<file path="src/hw/spi_port_regs.svh">
// Constant names for the serial port: mode codes, divider counts and frame sizes
`ifndef SPI_PORT_REGS_SVH
`define SPI_PORT_REGS_SVH

`define MODE_MASTER_DIV4 3'h0
`define MODE_MASTER_DIV16 3'h1
`define MODE_MASTER_DIV64 3'h2
`define MODE_MASTER_SUB 3'h3
`define MODE_MASTER_TIMER 3'h4
`define MODE_SLAVE 3'h5
`define MODE_TWO_WIRE 3'h6
`define MODE_OFF 3'h7

`define HALF_DIV4 6'h02
`define HALF_DIV16 6'h08
`define HALF_DIV64 6'h20

`define FRAME_BITS 4'h8
`define FRAME_LAST_EDGE 5'h0f
`define FRAME_LAST_SAMPLE 4'h7

`define PIN_SDI 2'h0
`define PIN_SCK 2'h1
`define PIN_SEL 2'h2
`define PIN_SUB 2'h3

`endif

</file>
<file path="src/hw/spi_port_pkg.sv">
// Types shared by the serial port files
package spi_port_pkg;

  typedef struct packed {
    logic [2:0] mode;
    logic enable;
    logic idle_low;
    logic edge_sel;
    logic msb_first;
    logic sel_en;
  } spi_cfg_t;

  typedef enum logic [1:0] {
    S_IDLE,
    S_WAIT_SEL,
    S_SHIFT
  } spi_state_t;

endpackage

</file>
<file path="src/hw/two_entry_buffer.sv">
// Small register FIFO with valid/ready on both sides and registered flags
`timescale 1ns/100ps
`default_nettype none

module two_entry_buffer #(
  parameter int WIDTH = 8,
  parameter int DEPTH = 2
) (
  input wire logic sys_clk_i,
  input wire logic sys_rst_i,
  input wire logic in_valid_i,
  input wire logic [WIDTH-1:0] in_data_i,
  output logic in_ready_o,
  output logic out_valid_o,
  output logic [WIDTH-1:0] out_data_o,
  input wire logic out_ready_i
);
  localparam int PW = (DEPTH > 1) ? $clog2(DEPTH) : 1;
  localparam int CW = $clog2(DEPTH + 1);

  logic [WIDTH-1:0] mem [DEPTH];
  logic [PW-1:0] wr_ptr;
  logic [PW-1:0] rd_ptr;
  logic [CW-1:0] count;
  logic [CW-1:0] next_count;
  logic push;
  logic pop;

  assign push = in_valid_i && in_ready_o;
  assign pop = out_valid_o && out_ready_i;
  assign out_data_o = mem[rd_ptr];

  function automatic logic [PW-1:0] ptr_inc(input logic [PW-1:0] p);
    ptr_inc = (p == PW'(DEPTH - 1)) ? '0 : PW'(p + 1'b1);
  endfunction

  always_comb begin
    next_count = count;
    if (push && !pop) begin
      next_count = CW'(count + 1'b1);
    end else if (pop && !push) begin
      next_count = CW'(count - 1'b1);
    end
  end

  always_ff @(posedge sys_clk_i) begin
    if (push) begin
      mem[wr_ptr] <= in_data_i;
    end
  end

  always_ff @(posedge sys_clk_i) begin
    if (sys_rst_i) begin
      wr_ptr <= '0;
      rd_ptr <= '0;
      count <= '0;
      in_ready_o <= 1'b0;
      out_valid_o <= 1'b0;
    end else begin
      if (push) begin
        wr_ptr <= ptr_inc(wr_ptr);
      end
      if (pop) begin
        rd_ptr <= ptr_inc(rd_ptr);
      end
      count <= next_count;
      // Flags come from the next count so both sides see honest state
      in_ready_o <= (next_count != CW'(DEPTH));
      out_valid_o <= (next_count != '0);
    end
  end

endmodule

`default_nettype wire

</file>
<file path="src/hw/spi_port.sv">
// Four-line serial port of the serial module, master or slave, eight-bit frames
//
// Contract
// - Each serial clock shifts one bit out and one bit in together.
// - Link lines are data in, data out, serial clock and low-active select.
// - Only the master starts a transfer; a slave waits for it.
// - Master drives the serial clock; slave only follows the incoming clock.
// - One select pin, so a master addresses exactly one slave.
// - Select enable high makes the select pin the port's select line.
// - Select enable low releases the select pin to other functions.
// - Module enable switches the whole configured port on or off.
// - Mode field chooses four-line serial or the two-wire mode.
// - Port works both as master and as slave.
// - Frames go least or most significant bit first, as configured.
// - Software picks rising or falling serial clock edge for sampling.
// - Pin directions follow master/slave mode, select enable and module enable.
// - Pins join the port only once pin-sharing assigns them to it.
// - Input pull-ups on only when selected and the module is enabled.
// - Codes 0-4 master clock sources, 5 slave, 6 two-wire, 7 off.
// - Polarity bit zero idles the clock high, one idles it low.
// - Bit order one is most significant first, zero least first.
// - Slave deselected mid-frame sets incomplete together with done.
`timescale 1ns/100ps
`default_nettype none
`include "spi_port_regs.svh"

module spi_port
  import spi_port_pkg::*;
(
  input wire logic sys_clk_i,
  input wire logic sys_rst_i,
  input wire logic [2:0] module_mode_field_i,
  input wire logic module_enable_i,
  input wire logic pin_function_select_i,
  input wire logic [2:0] pullup_select_i,
  input wire logic clock_idle_polarity_i,
  input wire logic clock_edge_select_i,
  input wire logic bit_order_select_i,
  input wire logic select_pin_enable_i,
  input wire logic sub_clock_i,
  input wire logic timer_match_i,
  input wire logic tx_valid_i,
  input wire logic [7:0] tx_data_i,
  output logic tx_ready_o,
  output logic rx_valid_o,
  output logic [7:0] rx_data_o,
  input wire logic rx_ready_i,
  output logic transfer_done_flag_o,
  input wire logic transfer_done_clear_i,
  output logic incomplete_transfer_flag_o,
  input wire logic incomplete_clear_i,
  input wire logic incomplete_set_i,
  output logic busy_o,
  output logic two_wire_mode_o,
  input wire logic sdi_i,
  output logic sdo_o,
  output logic sdo_oe_o,
  input wire logic sck_i,
  output logic sck_o,
  output logic sck_oe_o,
  input wire logic slave_select_n_i,
  output logic slave_select_n_o,
  output logic slave_select_n_oe_o,
  output logic [2:0] pullup_en_o
);

  // ***************************************************************
  // Configuration decode
  // ***************************************************************
  spi_cfg_t cfg;
  logic is_master;
  logic is_slave;
  logic port_on;
  logic sample_rising;
  logic idle_level;

  assign cfg = '{mode: module_mode_field_i, enable: module_enable_i, idle_low: clock_idle_polarity_i,
                 edge_sel: clock_edge_select_i, msb_first: bit_order_select_i,
                 sel_en: select_pin_enable_i};

  function automatic logic mode_is_master(input logic [2:0] m);
    mode_is_master = (m <= `MODE_MASTER_TIMER);
  endfunction

  assign is_master = mode_is_master(cfg.mode);
  assign is_slave = (cfg.mode == `MODE_SLAVE);
  assign port_on = cfg.enable && pin_function_select_i && (is_master || is_slave);
  assign idle_level = ~cfg.idle_low;
  assign sample_rising = ~(cfg.idle_low ^ cfg.edge_sel);

  // ***************************************************************
  // Pin synchronisers
  // ***************************************************************
  logic [3:0] pin_s1;
  logic [3:0] pin_s2;
  logic [3:0] pin_s3;

  always_ff @(posedge sys_clk_i) begin
    if (sys_rst_i) begin
      pin_s1 <= 4'hf;
      pin_s2 <= 4'hf;
      pin_s3 <= 4'hf;
    end else begin
      pin_s1 <= {sub_clock_i, slave_select_n_i, sck_i, sdi_i};
      pin_s2 <= pin_s1;
      pin_s3 <= pin_s2;
    end
  end

  logic slave_edge;
  logic slave_rise;
  logic selected;

  assign slave_edge = pin_s2[`PIN_SCK] ^ pin_s3[`PIN_SCK];
  assign slave_rise = pin_s2[`PIN_SCK] & ~pin_s3[`PIN_SCK];
  // Without select enable a slave treats itself as always selected
  assign selected = !cfg.sel_en || !pin_s2[`PIN_SEL];

  // ***************************************************************
  // Master clock source
  // ***************************************************************
  logic [5:0] div_cnt;
  logic [5:0] half_period;
  logic master_tick;
  spi_state_t state;

  always_comb begin
    half_period = `HALF_DIV64;
    if (cfg.mode == `MODE_MASTER_DIV4) begin
      half_period = `HALF_DIV4;
    end else if (cfg.mode == `MODE_MASTER_DIV16) begin
      half_period = `HALF_DIV16;
    end
  end

  always_ff @(posedge sys_clk_i) begin
    if (sys_rst_i || state != S_SHIFT || !is_master) begin
      div_cnt <= 6'h00;
    end else if (div_cnt == 6'(half_period - 6'h01)) begin
      div_cnt <= 6'h00;
    end else begin
      div_cnt <= 6'(div_cnt + 6'h01);
    end
  end

  always_comb begin
    if (cfg.mode == `MODE_MASTER_SUB) begin
      master_tick = pin_s2[`PIN_SUB] ^ pin_s3[`PIN_SUB];
    end else if (cfg.mode == `MODE_MASTER_TIMER) begin
      // One toggle per match gives half the match frequency
      master_tick = timer_match_i;
    end else begin
      master_tick = (div_cnt == 6'(half_period - 6'h01));
    end
  end

  // ***************************************************************
  // Shift engine
  // ***************************************************************
  logic [7:0] tx_shift;
  logic [7:0] rx_shift;
  logic [4:0] edge_cnt;
  logic [3:0] sample_cnt;
  logic line_edge;
  logic edge_rise;
  logic is_sample;
  logic push_valid;
  logic [7:0] push_data;
  logic buf_ready;
  logic tx_take;
  logic [1:0] cap_pipe;

  function automatic logic out_bit(input logic [7:0] d, input logic msb);
    out_bit = msb ? d[7] : d[0];
  endfunction

  function automatic logic [7:0] shift_in(input logic [7:0] d, input logic b, input logic msb);
    shift_in = msb ? {d[6:0], b} : {b, d[7:1]};
  endfunction

  assign line_edge = (state == S_SHIFT) && (is_master ? master_tick : slave_edge);
  assign edge_rise = is_master ? !sck_o : slave_rise;
  assign is_sample = (edge_rise == sample_rising);
  assign tx_take = tx_valid_i && tx_ready_o;

  always_ff @(posedge sys_clk_i) begin
    if (sys_rst_i) begin
      state <= S_IDLE;
      tx_shift <= 8'h00;
      rx_shift <= 8'h00;
      edge_cnt <= 5'h00;
      sample_cnt <= 4'h0;
      push_valid <= 1'b0;
      push_data <= 8'h00;
      sdo_o <= 1'b0;
      sck_o <= 1'b1;
      cap_pipe <= 2'b00;
    end else begin
      push_valid <= 1'b0;
      cap_pipe <= {cap_pipe[0], 1'b0};
      // Master reads data two cycles after its own sample edge, once the synchroniser has caught up
      if (cap_pipe[1] && port_on) begin
        rx_shift <= shift_in(rx_shift, pin_s2[`PIN_SDI], cfg.msb_first);
        if (sample_cnt == `FRAME_BITS) begin
          push_valid <= 1'b1;
          push_data <= shift_in(rx_shift, pin_s2[`PIN_SDI], cfg.msb_first);
        end
      end
      if (!port_on) begin
        cap_pipe <= 2'b00;
        state <= S_IDLE;
        sck_o <= idle_level;
      end else begin
        case (state)
          S_IDLE: begin
            sck_o <= idle_level;
            if (tx_take) begin
              tx_shift <= tx_data_i;
              sdo_o <= out_bit(tx_data_i, cfg.msb_first);
              edge_cnt <= 5'h00;
              sample_cnt <= 4'h0;
              // Master launches at once; a slave waits for its master
              state <= is_master ? S_SHIFT : S_WAIT_SEL;
            end
          end
          S_WAIT_SEL: begin
            if (selected) begin
              state <= S_SHIFT;
            end
          end
          S_SHIFT: begin
            if (is_slave && !selected) begin
              state <= S_IDLE;
            end else if (line_edge) begin
              if (is_master) begin
                sck_o <= ~sck_o;
                edge_cnt <= 5'(edge_cnt + 5'h01);
              end
              if (is_sample) begin
                if (is_master) begin
                  cap_pipe[0] <= 1'b1;
                end else begin
                  rx_shift <= shift_in(rx_shift, pin_s2[`PIN_SDI], cfg.msb_first);
                end
                sample_cnt <= 4'(sample_cnt + 4'h1);
              end else if (sample_cnt != 4'h0) begin
                tx_shift <= shift_in(tx_shift, 1'b0, cfg.msb_first);
                sdo_o <= out_bit(shift_in(tx_shift, 1'b0, cfg.msb_first), cfg.msb_first);
              end
              // Master ends after sixteen toggles so the clock is back at idle
              if (is_master && edge_cnt == `FRAME_LAST_EDGE) begin
                state <= S_IDLE;
              end else if (is_slave && is_sample && sample_cnt == `FRAME_LAST_SAMPLE) begin
                push_valid <= 1'b1;
                push_data <= is_sample ? shift_in(rx_shift, pin_s2[`PIN_SDI], cfg.msb_first) : rx_shift;
                state <= S_IDLE;
              end
            end
          end
          default: begin
            state <= S_IDLE;
          end
        endcase
      end
    end
  end

  // Next word only taken when the receive buffer has room, so no word is lost
  always_ff @(posedge sys_clk_i) begin
    if (sys_rst_i) begin
      tx_ready_o <= 1'b0;
      busy_o <= 1'b0;
    end else begin
      tx_ready_o <= port_on && (state == S_IDLE) && !tx_take && buf_ready && !push_valid && (cap_pipe == 2'b00);
      busy_o <= (state != S_IDLE) || tx_take;
    end
  end

  two_entry_buffer #(
    .WIDTH(8),
    .DEPTH(2)
  ) u_rx_buffer (
    .sys_clk_i(sys_clk_i),
    .sys_rst_i(sys_rst_i),
    .in_valid_i(push_valid),
    .in_data_i(push_data),
    .in_ready_o(buf_ready),
    .out_valid_o(rx_valid_o),
    .out_data_o(rx_data_o),
    .out_ready_i(rx_ready_i)
  );

  // ***************************************************************
  // Status flags
  // ***************************************************************
  logic frame_abort;

  assign frame_abort = port_on && is_slave && cfg.sel_en && (state == S_SHIFT) && !selected;

  // A setting event beats a clear in the same cycle
  always_ff @(posedge sys_clk_i) begin
    if (sys_rst_i) begin
      transfer_done_flag_o <= 1'b0;
      incomplete_transfer_flag_o <= 1'b0;
    end else begin
      if (push_valid || frame_abort) begin
        transfer_done_flag_o <= 1'b1;
      end else if (transfer_done_clear_i) begin
        transfer_done_flag_o <= 1'b0;
      end
      // Software set raises only the incomplete flag, never done
      if (frame_abort || incomplete_set_i) begin
        incomplete_transfer_flag_o <= 1'b1;
      end else if (incomplete_clear_i) begin
        incomplete_transfer_flag_o <= 1'b0;
      end
    end
  end

  // ***************************************************************
  // Pin direction and pull-ups
  // ***************************************************************
  always_ff @(posedge sys_clk_i) begin
    if (sys_rst_i) begin
      sdo_oe_o <= 1'b0;
      sck_oe_o <= 1'b0;
      slave_select_n_o <= 1'b1;
      slave_select_n_oe_o <= 1'b0;
      pullup_en_o <= 3'h0;
      two_wire_mode_o <= 1'b0;
    end else begin
      sdo_oe_o <= port_on && (is_master || selected);
      sck_oe_o <= port_on && is_master;
      // Single select pin driven low only around a master frame
      slave_select_n_o <= !(is_master && state == S_SHIFT);
      slave_select_n_oe_o <= port_on && is_master && cfg.sel_en;
      pullup_en_o[`PIN_SDI] <= port_on && pullup_select_i[`PIN_SDI];
      pullup_en_o[`PIN_SCK] <= port_on && is_slave && pullup_select_i[`PIN_SCK];
      pullup_en_o[`PIN_SEL] <= port_on && is_slave && cfg.sel_en && pullup_select_i[`PIN_SEL];
      two_wire_mode_o <= cfg.enable && pin_function_select_i && (cfg.mode == `MODE_TWO_WIRE);
    end
  end

endmodule

`default_nettype wire

</file>
<file path="config.mk">
export PLATFORM = sky130hd
export DESIGN_NAME = spi_port
export DESIGN_NICKNAME = d
export VERILOG_FILES = /design/src/hw/spi_port_pkg.sv /design/src/hw/two_entry_buffer.sv /design/src/hw/spi_port.sv
export VERILOG_INCLUDE_DIRS = /design/src /design/src/hw
export SDC_FILE = /design/constraint.sdc
export NUM_CORES = 1
export LEC_CHECK = 0
export ABC_AREA = 1
export BUFFER_PORTS_ARGS = -buffer_cell sky130_fd_sc_hd__buf_2
export CAP_MARGIN = 20
export CORE_MARGIN = 8
export CORE_UTILIZATION = 45
export CTS_CLUSTER_DIAMETER = 50
export DETAILED_ROUTE_END_ITERATION = 16
export PLACE_DENSITY = 0.69
export SYNTH_ARGS = -nofsm -noshare
export SYNTH_HDL_FRONTEND = slang
export SYNTH_HIERARCHICAL = 1
export SYNTH_SLANG_ARGS = --single-unit
</file>
<file path="constraint.sdc">
create_clock -name sys_clk_i -period 3.95 [get_ports sys_clk_i]
set_clock_uncertainty 0.05 [all_clocks]
set_input_delay 0.395 -clock sys_clk_i [delete_from_list [all_inputs] [get_ports sys_clk_i]]
set_output_delay 0.395 -clock sys_clk_i [all_outputs]
set_load 0.02 [all_outputs]
</file>
==> metrics.cfg <==
[worst_setup_path]
crit_type=register to register
critPathCaptureType=register
r2r_slack_ns=1.51
crit_arrival_ns=2.66
crit_path_start_kind=register
crit_path_max_fanout=22
cp_data_required_time_ns=4.17

[synth]
async_reset_ff_frac=0
synth_seq_cells=91
netlist_area_um2=4770
synth_edf_count=16
synth_nets=680
ys_warn_count=6
synth-seq-area-share=0.416
yosysUniqueCellTypes=43
syn_inst=642
synth.avg_cell_area_um2=7.43
synth_top_flop_cell=dfxtp_1

[placement]
hpwl_um=7530
port_buffers=54
gp_congestion=0.890
post-place-cells=812

[timing]
rsz0062_at_grt=false
max-slew-margin-rel=0.445
final.setup.tns_ns=0
tightest_slew_ns=0.827
slew_violations=0
finalHoldViolCount=0
fmax_mhz=409
period_minus_slack_ns=2.44
setup-violations-final=0
post-route-period-util=0.618

[routing]
wirelength_um=10300
wire_per_inst_um=12.4
dr.pass1.iters=5
drt_iter0_markers=276
ant_nets=0
drc=0
vias_per_cell=4.93
vias=4085

[die]
start_util=0.462
fp.dieW_um=119
coreArea_um2=10300
fp.dieArea_um2=14100
io_pins=55
placementRows=37
die_h_um=119

[global_route]
grt_max_degree=32
grt.total_usage=0.148
grt_overflow=0
grt_pass1_vias=3913
grt_pass1_wl_um=17600
antenna_found_initial=0

[final_layout]
nNetsFinal=725
drive_above_1_share=0.215
register_area_um2=1980
synthToLayoutAreaGrowth_pct=11.3
mostFrequentLayoutCell=nand2_1
multi_input_area_um2=2330
final_cell_mix=nand2_1 (158), inv_1 (76), dfxtp_1 (75)
n_fill_cell=990
stdcell_count=828
insertedDiodeCount=0

[clocking]
cts_setup_buffers=0
cts_buffer_depth=2
root_buffer=clkbuf_8
cts_buffers=9
hold_buffers=0
cts_resized=0
htreeDepth=3
clk_latency_ns=0.37
clkTransAtPathRegs_ns=0.10
cts_sinks=91
cts_tree=done

[pwr]
peakVddDrop_mv=0.194
seq_power_share=0.543
comb_power_share=0.089
p_clk_frac=0.367
p_leak_nw=2.44
p_sw_frac=0.256
p_int_mw=1.32
p_switching_mw=0.456
p_per_area_nw_per_um2=335

[hold_path]
hp-class=input pin to register

[run_status]
status=complete, no violations

[job]
drv_cap=0

[cell usage after synthesis (2+ instances only)]
library cell / number / area, µm²
dfxtp_1: 75 / 1500
or2_2: 15 / 93.8
nand4_1: 25 / 156
o21ai_1: 7 / 35.0
nor2_2: 3 / 18.8
nand2_2: 12 / 75.1
nand2_1: 158 / 593
nand3_1: 22 / 110
buf_2: 6 / 30.0
xor2_1: 6 / 52.6
nor3_4: 2 / 32.5
nor2_1: 64 / 240
nor3_1: 7 / 35.0
buf_6: 2 / 22.5
mux2i_1: 3 / 30.0
nor3b_1: 2 / 15.0
nand3_4: 2 / 35.0
o21ai_2: 7 / 61.3
o21ai_0: 36 / 180
xnor2_1: 2 / 17.5
nor2_4: 2 / 22.5
mux2_2: 8 / 90.1
inv_2: 11 / 41.3
edfxtp_1: 16 / 480
ha_1: 6 / 75.1
nand3_2: 7 / 70.1
a21oi_1: 32 / 160
clkbuf_1: 10 / 37.5
inv_1: 76 / 285
nand2_4: 5 / 56.3
[per-layer routing]
metal  GRT usage  share of wire
met5           0              0
met4      0.0609          0.017
met3      0.0411          0.062
met2       0.248           0.46
met1       0.176           0.46
[metrics by stage]
step           setup WS [ns]  instance area, µm²  hold slack (ns)   util  total power, mW
2_1_floorplan           2.21                4770            0.339      -             1.10
6_report                1.51                5310            0.160  0.514             1.78
5_1_grt                 1.26                5310            0.150  0.514             1.86
3_5_place_dp            1.45                5110            0.353  0.495             1.15
3_3_place_gp            1.52                5110            0.346  0.495             1.14
4_1_cts                 1.51                5310            0.149  0.514             1.80
[worst max-delay path, cell delays in order (launching register included)]
cell and delay [ns]:
dfxtp_1 0.43, inv_2 0.09, nor2_4 0.43, inv_2 0.31, nor3_4 0.49, nand2_4 0.16
inv_2 0.17, nand2_1 0.07, nor2_1 0.09, nor2_1 0.05
[registers in the layout (all words and copies together) (netlist names), 4 cells and up, named ones only]
register and flops:
u_rx_buffer/mem 16, push_data 8, rx_shift 8, tx_shift 8
div_cnt 6, edge_cnt 5, pin_s1 4, pin_s2 4
sample_cnt 4
[power by group through the flow]
stage	combinational (mW)	sequential (mW)	clock, mW
detailed placement	0.159	0.988	0
finish	0.159	0.966	0.653
CTS	0.160	0.966	0.671
global route	0.177	0.969	0.709
global placement	0.156	0.987	0
floorplan	0.110	0.989	0
[area by class of cell]
cell class                 instances  share of cell area
timing repair buffer              54              0.0509
inverter                          92              0.0676
clock buffer                      11              0.0266
sequential                        91               0.373
multi-input combinational        439               0.438
clock inverter                     5              0.0113
tap                              136              0.0320
[final timing paths]
path	startpoint	depth (start not counted)	endpoint
max	state[1]	9	rx_shift[0]
min	sdi_i	2	pin_s1[0]
max reg2reg	state[1]	9	rx_shift[0]
min reg2reg	pin_s1[3]	1	pin_s2[3]
[cells by family after synthesis]
group | after synthesis | share of synthesized area
buffers and inverters | 112 | 0.0965
and+or+nand+nor | 330 | 0.337
DFF | 91 | 0.416
AOI/OAI and AO/OA | 84 | 0.0950
muxes | 11 | 0.0252
adders and majority gates | 6 | 0.0157
xor gates and xnor gates | 8 | 0.0147
No activity file was read; power rests on OpenSTA's default activity.
